===== config.mk =====
export PLATFORM = sky130hd
export DESIGN_NAME = qbg_ports
export DESIGN_NICKNAME = d
export VERILOG_FILES = /design/src/qbg_pkg.sv /design/src/qbg_pin_sync.sv /design/src/qbg_pin_cell.sv /design/src/qbg_ports.sv
export VERILOG_INCLUDE_DIRS = /design/src /design/src/src
export SDC_FILE = /design/constraint.sdc
export NUM_CORES = 1
export LEC_CHECK = 0
export ABC_AREA = 1
export BUFFER_PORTS_ARGS = -buffer_cell sky130_fd_sc_hd__buf_2
export CAP_MARGIN = 40
export CORE_ASPECT_RATIO = 1.25
export CORE_UTILIZATION = 46
export CTS_CLUSTER_SIZE = 24
export DETAILED_ROUTE_END_ITERATION = 8
export PLACE_DENSITY = 0.78
export SLEW_MARGIN = 20
export SYNTH_ARGS = -nofsm -noshare
export SYNTH_HDL_FRONTEND = slang
export SYNTH_HIERARCHICAL = 1
export SYNTH_SLANG_ARGS = --single-unit

===== constraint.sdc =====
create_clock -name clk -period 1.2 [get_ports clk]
set_input_delay 0.12 -clock clk [delete_from_list [all_inputs] [get_ports clk]]
set_output_delay 0.12 -clock clk [all_outputs]
set_load 0.05 [all_outputs]

===== src/qbg_params.svh =====
// Summary of operation
// - Three independent eight-pin port groups, one latch bit per pin.
// - Reset leaves general purpose mode pins as inputs; pin_mode comes from outside and is not reset.
// - Each of the 24 pins takes its own function select, independently.
// - Drive mode follows function: quasi, open drain, analog, push-pull, input only.
// - Latches are bit addressable: single-bit set, clear or test.
// - Latch 0 in general purpose mode: low side on, high side and pull-ups off.
// - Writing 1 releases low side, pulses high side one clock, pull-ups stay on.
// - High-side pulse only on a latch 0-to-1 change, never on rewrite.
// - Reset loads all three latches with all ones.
// - Strong pull-up stays on while pin is high, drops when pulled low.
// - Read-modify-write port reads return the latch, not the pin.
// - All other port reads return the sampled pin level.
// - Dedicated external bus ports carry only core bus signals, never GPIO.
// - Second port latch sits at address B0h, resets to all ones.
// - Third port latch sits at address C0h, resets to all ones.
`ifndef QBG_PARAMS_SVH
`define QBG_PARAMS_SVH
`define QBG_NUM_PORTS 3
`define QBG_PORT_W 8
`define QBG_BIT_IDX_W 3
`define QBG_ADDR_PORT_ONE 8'h90
`define QBG_ADDR_PORT_TWO 8'hb0
`define QBG_ADDR_PORT_THREE 8'hc0
`define QBG_BIT_BASE_LOW 3'h0
`define QBG_LATCH_RESET 8'hff
`define QBG_UNMAPPED_RD 8'h00
`define QBG_SYNC_RESET 1'b1
`define QBG_BUS_ADDR_IDLE 4'hf
`define QBG_BUS_AD_IDLE 8'hff
`endif


===== src/qbg_pkg.sv =====
package qbg_pkg;
  // Per-pin function, supplied by the function-select logic
  typedef enum logic [2:0] {
    QBG_GPIO,
    QBG_QUASI_ALT,
    QBG_OPEN_DRAIN,
    QBG_ANALOG,
    QBG_PUSH_PULL,
    QBG_INPUT_ONLY
  } qbg_mode_t;
endpackage


===== src/qbg_pin_sync.sv =====
`timescale 1ns/1ps
`include "qbg_params.svh"
module qbg_pin_sync #(
  parameter int W = 8
) (
  input wire logic clk,
  input wire logic resetn,
  input wire logic [W-1:0] pin_raw,
  output logic [W-1:0] pin_level
);
  import qbg_pkg::*;
  typedef struct packed {
    logic [W-1:0] s1;
    logic [W-1:0] s2;
    logic [W-1:0] s3;
    logic [W-1:0] lvl;
  } qbg_sync_t;
  qbg_sync_t st_reg;
  qbg_sync_t st_next;

  // Level only moves once the last two stages agree
  always_comb begin
    st_next = st_reg;
    st_next.s1 = pin_raw;
    st_next.s2 = st_reg.s1;
    st_next.s3 = st_reg.s2;
    for (int i = 0; i < W; i++) begin
      if (st_reg.s2[i] == st_reg.s3[i]) begin
        st_next.lvl[i] = st_reg.s3[i];
      end
    end
  end

  // Pins idle high through the pull-ups
  always_ff @(posedge clk or negedge resetn) begin
    if (!resetn) begin
      st_reg <= {4 * W{`QBG_SYNC_RESET}};
    end else begin
      st_reg <= st_next;
    end
  end

  assign pin_level = st_reg.lvl;

  a_sync_agree: assert property (@(posedge clk) disable iff (!resetn)
    (pin_level != $past(pin_level)) |-> (pin_level == $past(st_reg.s3)))
    else $error("synchronised level moved without agreement");
endmodule


===== src/qbg_pin_cell.sv =====
`timescale 1ns/1ps
`include "qbg_params.svh"
module qbg_pin_cell (
  input wire logic clk,
  input wire logic resetn,
  input qbg_pkg::qbg_mode_t mode,
  input wire logic latch_bit,
  input wire logic alt_out,
  input wire logic pin_level,
  output logic drv_low,
  output logic drv_high,
  output logic pu_strong,
  output logic pu_weak,
  output logic analog_en
);
  import qbg_pkg::*;
  typedef struct packed {
    logic prev;
  } qbg_cell_t;
  qbg_cell_t st_reg;
  qbg_cell_t st_next;
  logic data;
  logic quasi;

  always_comb begin
    st_next = st_reg;
    case (mode)
      QBG_GPIO: data = latch_bit;
      QBG_ANALOG, QBG_INPUT_ONLY: data = 1'b1;
      default: data = alt_out;
    endcase
    quasi = (mode == QBG_GPIO) || (mode == QBG_QUASI_ALT);
    // Delayed copy of the drive data gives the one-clock edge pulse
    st_next.prev = data;
    drv_low = !data && (mode != QBG_ANALOG);
    if (mode == QBG_PUSH_PULL) begin
      drv_high = data;
    end else begin
      drv_high = quasi && data && !st_reg.prev;
    end
    pu_weak = data && (mode != QBG_ANALOG) && (mode != QBG_PUSH_PULL);
    // Pulled low from outside drops the strong pull-up
    pu_strong = pu_weak && pin_level && (mode != QBG_OPEN_DRAIN);
    analog_en = (mode == QBG_ANALOG);
  end

  // Resets high with the latch, so release makes no pulse
  always_ff @(posedge clk or negedge resetn) begin
    if (!resetn) begin
      st_reg <= `QBG_SYNC_RESET;
    end else begin
      st_reg <= st_next;
    end
  end

  a_pulse_width: assert property (@(posedge clk) disable iff (!resetn)
    (mode == QBG_GPIO && $past(mode) == QBG_GPIO && $rose(latch_bit))
    |-> drv_high ##1 (!drv_high || mode == QBG_PUSH_PULL))
    else $error("high-side pulse not exactly one clock");
  a_no_rewrite_pulse: assert property (@(posedge clk) disable iff (!resetn)
    (mode == QBG_GPIO && $past(mode) == QBG_GPIO && latch_bit && $past(latch_bit))
    |-> !drv_high)
    else $error("high-side pulse on rewrite of one");
  a_low_drive: assert property (@(posedge clk) disable iff (!resetn)
    (mode == QBG_GPIO && !latch_bit) |-> (drv_low && !drv_high && !pu_weak && !pu_strong))
    else $error("latch zero not driving low");
  a_strong_drop: assert property (@(posedge clk) disable iff (!resetn)
    (!pin_level) |-> !pu_strong)
    else $error("strong pull-up on while pin low");
  c_pulse: cover property (@(posedge clk) disable iff (!resetn)
    (mode == QBG_GPIO && drv_high));
endmodule


===== src/qbg_ports.sv =====
`timescale 1ns/1ps
`include "qbg_params.svh"
module qbg_ports #(
  parameter int NP = `QBG_NUM_PORTS,
  parameter int PW = `QBG_PORT_W
) (
  input wire logic clk,
  input wire logic resetn,
  input wire logic [7:0] sfr_addr,
  input wire logic sfr_wr,
  input wire logic [7:0] sfr_wdata,
  input wire logic sfr_rd,
  input wire logic sfr_rmw,
  input wire logic [7:0] sfr_bit_addr,
  input wire logic sfr_bit_wr,
  input wire logic sfr_bit_wval,
  input wire logic sfr_bit_rd,
  output logic sfr_hit,
  output logic sfr_bit_hit,
  output logic [7:0] sfr_rdata,
  output logic sfr_rvalid,
  output logic sfr_bit_rdata,
  output logic sfr_bit_rvalid,
  output logic [PW-1:0] port_one_latch,
  output logic [PW-1:0] port_two_latch,
  output logic [PW-1:0] port_three_latch,
  input qbg_pkg::qbg_mode_t [NP*PW-1:0] pin_mode,
  input wire logic [NP*PW-1:0] alt_data_out,
  output logic [NP*PW-1:0] pin_level,
  input wire logic [NP*PW-1:0] pin_in,
  output logic [NP*PW-1:0] pin_out,
  output logic [NP*PW-1:0] pin_oe,
  output logic [NP*PW-1:0] pin_pu_strong,
  output logic [NP*PW-1:0] pin_pu_weak,
  output logic [NP*PW-1:0] pin_analog_en,
  input wire logic [3:0] core_addr_hi,
  input wire logic [7:0] core_ad_out,
  input wire logic core_ad_oe,
  input wire logic core_rd_n,
  input wire logic core_wr_n,
  input wire logic core_psen_n,
  input wire logic core_ale,
  output logic [7:0] core_ad_in,
  output logic [3:0] upper_addr_out,
  output logic [7:0] muxed_addr_data_out,
  output logic muxed_addr_data_oe,
  input wire logic [7:0] muxed_addr_data_in,
  output logic bus_rd_n,
  output logic bus_wr_n,
  output logic bus_psen_n,
  output logic bus_ale
);
  import qbg_pkg::*;

  // ************************************************************
  // State
  // ************************************************************
  typedef struct packed {
    logic [NP-1:0][PW-1:0] latch;
    logic [7:0] rdata;
    logic rvalid;
    logic bit_rdata;
    logic bit_rvalid;
    logic [3:0] addr_hi;
    logic [7:0] ad_out;
    logic ad_oe;
    logic rd_n;
    logic wr_n;
    logic psen_n;
    logic ale;
  } qbg_state_t;

  localparam logic [NP-1:0][7:0] PORT_ADDR = {
    `QBG_ADDR_PORT_THREE, `QBG_ADDR_PORT_TWO, `QBG_ADDR_PORT_ONE
  };

  qbg_state_t st_reg;
  qbg_state_t st_next;
  logic [NP-1:0] wsel;
  logic [NP-1:0] bsel;
  logic [`QBG_BIT_IDX_W-1:0] bidx;

  // One-hot port select; bit addresses share the byte decode
  function automatic logic [NP-1:0] port_sel(input logic [7:0] a);
    logic [NP-1:0] s;
    s = '0;
    for (int i = 0; i < NP; i++) begin
      s[i] = (a == PORT_ADDR[i]);
    end
    return s;
  endfunction

  // ************************************************************
  // Register access
  // ************************************************************
  always_comb begin
    st_next = st_reg;
    wsel = port_sel(sfr_addr);
    bsel = port_sel({sfr_bit_addr[7:3], `QBG_BIT_BASE_LOW});
    bidx = sfr_bit_addr[`QBG_BIT_IDX_W-1:0];
    st_next.rvalid = 1'b0;
    st_next.bit_rvalid = 1'b0;
    for (int i = 0; i < NP; i++) begin
      if (sfr_wr && wsel[i]) begin
        st_next.latch[i] = sfr_wdata;
      end
      // Bit op lands after a same-cycle byte write
      if (sfr_bit_wr && bsel[i]) begin
        st_next.latch[i][bidx] = sfr_bit_wval;
      end
    end
    if (sfr_rd) begin
      st_next.rvalid = 1'b1;
      st_next.rdata = `QBG_UNMAPPED_RD;
      for (int i = 0; i < NP; i++) begin
        if (wsel[i]) begin
          if (sfr_rmw) begin
            st_next.rdata = st_reg.latch[i];
          end else begin
            st_next.rdata = pin_level[i*PW +: PW];
          end
        end
      end
    end
    if (sfr_bit_rd) begin
      st_next.bit_rvalid = 1'b1;
      st_next.bit_rdata = 1'b0;
      for (int i = 0; i < NP; i++) begin
        if (bsel[i]) begin
          if (sfr_rmw) begin
            st_next.bit_rdata = st_reg.latch[i][bidx];
          end else begin
            st_next.bit_rdata = pin_level[i*PW + int'(bidx)];
          end
        end
      end
    end
    // Bus port outputs are retimed by one clock; the core must allow for it
    st_next.addr_hi = core_addr_hi;
    st_next.ad_out = core_ad_out;
    st_next.ad_oe = core_ad_oe;
    st_next.rd_n = core_rd_n;
    st_next.wr_n = core_wr_n;
    st_next.psen_n = core_psen_n;
    st_next.ale = core_ale;
  end

  always_ff @(posedge clk or negedge resetn) begin
    if (!resetn) begin
      st_reg.latch <= {NP{`QBG_LATCH_RESET}};
      st_reg.rdata <= `QBG_UNMAPPED_RD;
      st_reg.rvalid <= 1'b0;
      st_reg.bit_rdata <= 1'b0;
      st_reg.bit_rvalid <= 1'b0;
      st_reg.addr_hi <= `QBG_BUS_ADDR_IDLE;
      st_reg.ad_out <= `QBG_BUS_AD_IDLE;
      st_reg.ad_oe <= 1'b0;
      st_reg.rd_n <= 1'b1;
      st_reg.wr_n <= 1'b1;
      st_reg.psen_n <= 1'b1;
      st_reg.ale <= 1'b0;
    end else begin
      st_reg <= st_next;
    end
  end

  assign sfr_hit = |port_sel(sfr_addr);
  assign sfr_bit_hit = |port_sel({sfr_bit_addr[7:3], `QBG_BIT_BASE_LOW});
  assign sfr_rdata = st_reg.rdata;
  assign sfr_rvalid = st_reg.rvalid;
  assign sfr_bit_rdata = st_reg.bit_rdata;
  assign sfr_bit_rvalid = st_reg.bit_rvalid;
  assign port_one_latch = st_reg.latch[0];
  assign port_two_latch = st_reg.latch[1];
  assign port_three_latch = st_reg.latch[2];

  // ************************************************************
  // Dedicated bus port
  // ************************************************************
  // Not routed through any port latch or pin cell
  assign upper_addr_out = st_reg.addr_hi;
  assign muxed_addr_data_out = st_reg.ad_out;
  assign muxed_addr_data_oe = st_reg.ad_oe;
  assign core_ad_in = muxed_addr_data_in;
  assign bus_rd_n = st_reg.rd_n;
  assign bus_wr_n = st_reg.wr_n;
  assign bus_psen_n = st_reg.psen_n;
  assign bus_ale = st_reg.ale;

  // ************************************************************
  // Pins
  // ************************************************************
  qbg_pin_sync #(
    .W(NP * PW)
  ) u_sync (
    .clk(clk),
    .resetn(resetn),
    .pin_raw(pin_in),
    .pin_level(pin_level)
  );

  // One cell per pin, each with its own mode select
  for (genvar g = 0; g < NP * PW; g++) begin : g_cell
    logic drv_low;
    logic drv_high;
    qbg_pin_cell u_cell (
      .clk(clk),
      .resetn(resetn),
      .mode(pin_mode[g]),
      .latch_bit(st_reg.latch[g / PW][g % PW]),
      .alt_out(alt_data_out[g]),
      .pin_level(pin_level[g]),
      .drv_low(drv_low),
      .drv_high(drv_high),
      .pu_strong(pin_pu_strong[g]),
      .pu_weak(pin_pu_weak[g]),
      .analog_en(pin_analog_en[g])
    );
    assign pin_out[g] = drv_high;
    assign pin_oe[g] = drv_low || drv_high;
  end

  // ************************************************************
  // Checks
  // ************************************************************
  a_byte_write: assert property (@(posedge clk) disable iff (!resetn)
    (sfr_wr && sfr_addr == `QBG_ADDR_PORT_TWO && !sfr_bit_wr)
    |=> (port_two_latch == $past(sfr_wdata)))
    else $error("second port latch missed a write");
  a_no_stray_write: assert property (@(posedge clk) disable iff (!resetn)
    (!(sfr_wr && sfr_addr == `QBG_ADDR_PORT_ONE) && !sfr_bit_wr)
    |=> $stable(port_one_latch))
    else $error("first port latch changed without a write");
  a_bit_write: assert property (@(posedge clk) disable iff (!resetn)
    (sfr_bit_wr && sfr_bit_addr[7:3] == `QBG_ADDR_PORT_THREE >> 3 && !sfr_wr)
    |=> (port_three_latch[$past(bidx)] == $past(sfr_bit_wval))
        && (((port_three_latch ^ $past(port_three_latch)) & ~(8'h01 << $past(bidx))) == '0))
    else $error("bit write wrong or touched other bits");
  a_rmw_read: assert property (@(posedge clk) disable iff (!resetn)
    (sfr_rd && sfr_rmw && sfr_addr == `QBG_ADDR_PORT_THREE)
    |=> sfr_rvalid && (sfr_rdata == $past(port_three_latch)))
    else $error("read-modify-write read did not return latch");
  a_pin_read: assert property (@(posedge clk) disable iff (!resetn)
    (sfr_rd && !sfr_rmw && sfr_addr == `QBG_ADDR_PORT_ONE)
    |=> sfr_rvalid && (sfr_rdata == $past(pin_level[PW-1:0])))
    else $error("plain read did not return pin level");
  a_unmapped_read: assert property (@(posedge clk) disable iff (!resetn)
    (sfr_rd && !sfr_hit) |=> (sfr_rdata == `QBG_UNMAPPED_RD))
    else $error("unmapped read not zero");
  a_bus_retime: assert property (@(posedge clk) disable iff (!resetn)
    1'b1 |=> (upper_addr_out == $past(core_addr_hi)) && (bus_ale == $past(core_ale)))
    else $error("bus port not following core");
  a_input_ready: assert property (@(posedge clk) disable iff (!resetn)
    $rose(resetn) |-> (port_one_latch & port_two_latch & port_three_latch)
      == `QBG_LATCH_RESET)
    else $error("latches not all ones after reset");

  // Byte writes to the other two ports, and writes that must be ignored
  a_first_write: assert property (@(posedge clk) disable iff (!resetn)
    (sfr_wr && sfr_addr == `QBG_ADDR_PORT_ONE && !sfr_bit_wr)
    |=> (port_one_latch == $past(sfr_wdata)))
    else $error("first port latch missed a write");
  a_third_write: assert property (@(posedge clk) disable iff (!resetn)
    (sfr_wr && sfr_addr == `QBG_ADDR_PORT_THREE && !sfr_bit_wr)
    |=> (port_three_latch == $past(sfr_wdata)))
    else $error("third port latch missed a write");
  a_unmapped_write: assert property (@(posedge clk) disable iff (!resetn)
    (sfr_wr && !sfr_hit && !sfr_bit_wr)
    |=> $stable({port_three_latch, port_two_latch, port_one_latch}))
    else $error("write to a foreign address changed a latch");

  // Read answers: one valid clock, data held until the next read; bus data and strobes follow the core
  a_read_valid: assert property (@(posedge clk) disable iff (!resetn)
    1'b1 |=> (sfr_rvalid == $past(sfr_rd)) && (sfr_bit_rvalid == $past(sfr_bit_rd)))
    else $error("read valid not a single clock after the strobe");
  a_rdata_hold: assert property (@(posedge clk) disable iff (!resetn)
    !sfr_rd |=> $stable(sfr_rdata))
    else $error("read data moved without a read");
  a_bit_pin_read: assert property (@(posedge clk) disable iff (!resetn)
    (sfr_bit_rd && !sfr_rmw && sfr_bit_addr[7:3] == `QBG_ADDR_PORT_ONE >> 3)
    |=> sfr_bit_rvalid && (sfr_bit_rdata == $past(pin_level[bidx])))
    else $error("plain bit read did not return pin level");
  a_bit_rmw_read: assert property (@(posedge clk) disable iff (!resetn)
    (sfr_bit_rd && sfr_rmw && sfr_bit_addr[7:3] == `QBG_ADDR_PORT_ONE >> 3)
    |=> sfr_bit_rvalid && (sfr_bit_rdata == $past(port_one_latch[bidx])))
    else $error("read-modify-write bit read did not return latch");
  a_bus_strobes: assert property (@(posedge clk) disable iff (!resetn)
    1'b1 |=> (muxed_addr_data_out == $past(core_ad_out))
      && (muxed_addr_data_oe == $past(core_ad_oe)) && (bus_rd_n == $past(core_rd_n))
      && (bus_wr_n == $past(core_wr_n)) && (bus_psen_n == $past(core_psen_n)))
    else $error("bus data or strobes not following core");

  // ************************************************************
  // Cover points
  // ************************************************************
  c_byte_write: cover property (@(posedge clk) disable iff (!resetn)
    (sfr_wr && sfr_hit));
  c_rmw_read: cover property (@(posedge clk) disable iff (!resetn)
    (sfr_rd && sfr_rmw && sfr_hit) ##1 sfr_rvalid);
  c_pin_read: cover property (@(posedge clk) disable iff (!resetn)
    (sfr_rd && !sfr_rmw && sfr_hit) ##1 sfr_rvalid);
  c_bit_clear_set: cover property (@(posedge clk) disable iff (!resetn)
    (sfr_bit_wr && sfr_bit_hit && !sfr_bit_wval) ##1 (sfr_bit_wr && sfr_bit_wval));
endmodule


; After elaboration in Yosys (flattened, before gate mapping)
; Index checks and enable logic that the tools add are counted.
[word_totals]
ff_bits = 172
latch_bits = 0
ram_bits = 0
romBits = 0
in_bits = 177
out_inout_bits = 206
wordCells = 678
n_memories = 0
[op_classes]
addsub = 2
multipliers = 0
n_div = 0
order_cmp = 5
n_eq_ne = 198
shift = 0
mux = 87
n_bitwise = 0
reduce_logical = 321
[op_table]
columns = cell, n
row1 = $logic_and A1 B1 Y1, 175
row2 = $eq A3 B3 Y1 const B, 48
row3 = $ne A3 B2 Y1 const B, 48
row4 = $mux W8, 12
row5 = $eq A3 B1 Y1 const B, 24
row6 = $eq A3 B2 Y1 const B, 24
row7 = $logic_not A3 Y1, 24
row8 = $ne A3 B3 Y1 const B, 24
row9 = $logic_not A1 Y1, 48
row10 = $logic_or A1 B1 Y1, 48
row11 = $pmux W1 S2, 24
row12 = $reduce_or A2 Y1, 24
row13 = $mux W1, 41
row14 = $bwmux W8, 3
row15 = $eq A1 B1 Y1, 24
row16 = $eq A8 B8 Y1 const B, 3
row17 = $eq A5 B5 Y1 const B, 3
row18 = $bmux W1 S3, 4
row19 = $bmux W1 S5, 2
row20 = $add A5 B3 Y6 const A, 1
row21 = $lt A3 B6 Y1 const B, 1
row22 = $lt A5 B6 Y1 const B, 1
row23 = $lt A6 B6 Y1 const B, 1
row24 = $reduce_or A3 Y1, 2
row25 = other kinds (4), 4

; Logic depth before layout (Yosys ltp)
[logic_depth]
ltp_word = 7
ltp_mapped = 12
depth_no_buf = 11

; Hierarchy
; Netlist, hierarchy kept.
[modules_own_cells]
columns = mod, instances, cells_each, area_per_inst_um2, seq_area_each_um2
row1 = qbg_ports, 1, 542, 3719.8, 1350.0
row2 = qbg_pin_cell, 24, 26, 148.9, 26.3
row3 = qbg_pin_sync, 1, 216, 3093.0, 2522.4

; Least setup slack after synthesis
; OpenSTA, ideal clock, no wires.
[synth_path]
kind = register -> output
from = reg st_reg, in the netlist port_one_latch[2]
to = out pin_pu_strong[2]
arrival_ns = 1.430
required_ns = 1.080
setup_slack_ns = -0.350
path_stages_with_launch = 5
n_path_buf = 0
cell_sequence = dfstp_2 -> nand3_1 -> nand3_2 -> nand2_2 -> nor2_2
[synth_via]
elab_chain_cells = 5
[synth_rtl]
columns = element, line
row1 = "start, declared", qbg_ports.sv:77  ; qbg_state_t st_reg;
row2 = "start signal, assigned", qbg_ports.sv:163  ; st_reg <= st_next;
row3 = $pmux W1 S2, qbg_pin_cell.sv:27  ; case (mode)
row4 = net g_cell[2].u_cell.data, qbg_pin_cell.sv:22  ; logic data;
row5 = $logic_and A1 B1 Y1 (2 in a row), qbg_pin_cell.sv:41  ; pu_weak = data && (mode != QBG_ANALOG) && (mode != QBG_PUSH_PULL);
row6 = $logic_and A1 B1 Y1 (2 in a row), qbg_pin_cell.sv:43  ; pu_strong = pu_weak && pin_level && (mode != QBG_OPEN_DRAIN);
row7 = "end, declared", qbg_ports.sv:33  ; output logic [NP*PW-1:0] pin_pu_strong,
; The timed path passes the listed nets, and every way through them passes these cells.

; Worst setup path after layout
[layout_path]
from = reg st_reg, in the netlist port_three_latch[3]
to = reg st_reg, in the netlist sfr_bit_rdata
[layout_via]
elab_chain_cells = 4
[layout_rtl]
columns = element, line
row1 = $bmux W1 S3, qbg_ports.sv:131  ; st_next.bit_rdata = st_reg.latch[i][bidx];
row2 = $mux W1 (implied by the code), qbg_ports.sv:131
row3 = $mux W1, qbg_ports.sv:130  ; if (sfr_rmw) begin
row4 = $mux W1, qbg_ports.sv:129  ; if (bsel[i]) begin
; Every way passes these cells. The select of a mux whose other input is x is not followed.
; A chain may end at the register's enable or synchronous reset.

==> key figures <==
Logic synthesis
  – Seq/Total Area, Yosys: 0.434
  – Ys Warns: 6
  – Async SR Flop Fraction: 1.00
  – Yosys reg bits: around 170
  – Mapped Cells: 1382
  – Syn Area/Cell: around 7.5 um^2
  – Yosys cell types: 35
  – Top cell type's share of synthesized area: 0.402
  – Post-synth EDFFs: 0
  – Synth Flop Type: dfstp_2
  – Synth area leaders: dfstp_2 40%, nand2_1 12%, inv_1 8.9%, nand3_1 5.1%, nand3_2 4.6%
  – Post-synthesis cell area: 10400 um^2
  – Largest area contributor in the netlist: dfstp_2
  – Syn nets: about 1.6k

Finish
  – Layout cells sized above 1: 0.592
  – Final #Nets: between 2k and 2.5k
  – Design Area, Final: 18800 um^2
  – Max FFs per register: 48
  – Layout overhead on the synthesized area: 80.8%

Routing
  – DRC: 0
  – Detailed Route Iter0 Violations: 1100
  – Drt total wl: 49600 um
  – Drt wl/cell: 21.0 um
  – Drt first pass iters: 6
  – Post-route ant nets: 0
  – Vias: 13.1k
  – Vias per Instance: 5.56

Die
  – Die height: 170 um
  – Ports: 383
  – Die ar.: 23200 um^2
  – Core Area: 22200 um^2
  – Initial Utilization: 0.468
  – Die W: 136 um
  – Row count: just over 60

Timing
  – Fmax: 0.504 GHz
  – Worst Slack Setup Final: -783 ps
  – Slew Limit Headroom: 0.544
  – Final cycle utilization of the critical path: 1.65
  – Clock skew: 10.3 ps
  – Final min period: 1980 ps
  – Final hold vios: 0
  – Final setup vio count: 185
  – Final hold slack: 13.0 ps
  – Worst-Margin Slew: 678 ps
  – RSZ-0062 raised after global routing: yes
  – Max Slew Vio Count: 0

Place
  – # port buffers: around 370
  – Post-DP Area: 14300 um^2
  – DP HPWL: 25800 um
  – GPL Wtd Cong: 0.949

Pwr
  – Cell area power density: 1150 nW/um^2
  – Leak Pwr: 0.00960 uW
  – Sequential share of power: 0.320
  – Peak supply drop: 0.977 mV
  – Internal power: 13400 uW
  – Sw frac: 0.382
  – Comb pwr share: 0.416
  – Sw power: ~8300 uW
  – Clk pwr share: 0.264
  – Final Total Pwr: 21600 uW

GRT
  – Largest net degree at the start of global routing: 53
  – First-pass GRT wire length: 64900 um
  – Vias in the first global route: 12.8k
  – Antenna violations before repair: 5
  – Gr ovfl total: 0
  – Gr usage total: 0.364

Critical path
  – Worst setup EP type: flop
  – Worst setup SP type: flop
  – Worst Path Arrival: 2320 ps
  – Crit Path Max Fanout: 3
  – Critical Path RT: 1530 ps
  – Crit path kind: reg2reg

Flow run
  – Max-Cap Viols: 0

Clocking
  – Root Buffer: clkbuf_16
  – Clk buf depth: 2
  – CTS tree: built
  – Clock Latency Late Sink: 450 ps
  – Clock slew at reported path FFs: 70 ps
  – TritonCTS Sinks: 172
  – H-tree depth: 4
  – Num CTS Buffers: 17

Worst hold path
  – Worst hold path class: in2reg

Run status
  – Failing checks: negative setup slack
  – Status: complete, but fails checks
## routing by layer
layer	part of all wire	vias up	global-route usage
met5	0.00026	-	0
met4	0.090	2	0.253
met3	0.080	385	0.0661
met2	0.50	965	0.648
met1	0.33	6191	0.385
li1	-	5598	-
## metrics by stage
step,setup WS [ps],TNS (ps),cells,util
floorplan,-215,-14230,1382,-
global placement,-201,-11480,2171,0.644
detailed placement,-222,-12820,2171,0.644
CTS,-626,-59510,2316,0.803
global route,-789,-72600,2363,0.845
finish,-783,-67060,2363,0.845
## critical path, stage by stage (launching register included)
cell,delay (ps)
dfstp_2,400
buf_6,120
buf_6,100
buf_6,120
buf_4,140
nand4_1,100
nand2_1,60
nor2_1,150
nand3_1,250
nand3_1,200
nand2_1,60
nor2_1,110
nor2_1,60
## what timing repair did
| action | 4_1_cts | 5_1_grt |
|---|---|---|
| gates resized for setup | 558 | 196 |
| buffers inserted | 63 | 60 |
| hold buffers | 51 | 0 |
| hold endpoints to repair | 82 | 0 |
| pin swaps | 68 | 48 |
| endpoints found under the setup margin | 175 | 183 |
## synth_stat cells (2+ instances only)
library cell  instances
o211ai_2              2
o21ai_1               4
nor2_2               28
dfrtp_1              13
or2_2                25
nand3_1             106
buf_2                 6
nor2_1               95
nand2_1             340
a21oi_1              33
buf_4                62
a31oi_1               2
nand2_2              52
inv_2                26
nand4_1               5
inv_4                 2
nor3_2                3
o22ai_1               9
nor2_4                3
nand3_2              48
nor3_1                7
o21ai_0              70
o31ai_1              24
buf_6                 3
dfstp_2             159
inv_1               246
## placed cells by master, fill, tap and decap left out, types with 27 or more instances in the layout
master,instances
a21oi_1,29
buf_12,27
buf_2,194
buf_4,221
buf_6,105
buf_8,132
dfstp_2,159
dlygate4sd3_1,51
inv_1,178
inv_2,69
nand2_1,289
nand2_2,77
nand2_4,27
nand3_1,79
nand3_2,27
nand3_4,48
nor2_1,93
nor2_4,28
o21ai_0,40
o21ai_1,28
## power groups by stage
| stage | registers (uW) | clock network [uW] | logic [uW] |
|---|---|---|---|
| floorplan | 7350 | 0 | 3640 |
| global placement | 6900 | 0 | 5930 |
| detailed placement | 6910 | 0 | 6030 |
| CTS | 6840 | 5750 | 7920 |
| global route | 6950 | 6030 | 9340 |
| finish | 6920 | 5720 | 9000 |
## cell type report
cell class              instances  area [um^2]
repair buffers                734         6880
multi-input cells             861         5290
flip-flops and latches        172         4500
fillers                      1120         3430
inverters                     277         1140
clock buffers                  17          425
well taps                     283          354
clock inverters                15          171
diodes                          4         10.0
## final timing paths
kind                                            end  slack (ps)  depth (start not counted)                 from
worst max register to register        sfr_bit_rdata        -780                         12  port_three_latch[3]
worst min register to register   u_sync/st_next[44]         350                          0   u_sync/st_next[68]
worst max-delay path                  sfr_bit_rdata        -780                         12  port_three_latch[3]
worst min-delay path            port_three_latch[3]          10                          3         sfr_wdata[3]
max in group asynchronous         u_sync/st_reg[31]         470                          3               resetn
min in group asynchronous              sfr_rdata[2]         100                          2               resetn
## cell families after synthesis
family	Yosys count	share of synthesized area
compound gates	146	0.0794
buf+inv	349	0.153
flops	172	0.434
simple gates	715	0.335
Note: power is estimated with default switching activity, not from simulation.
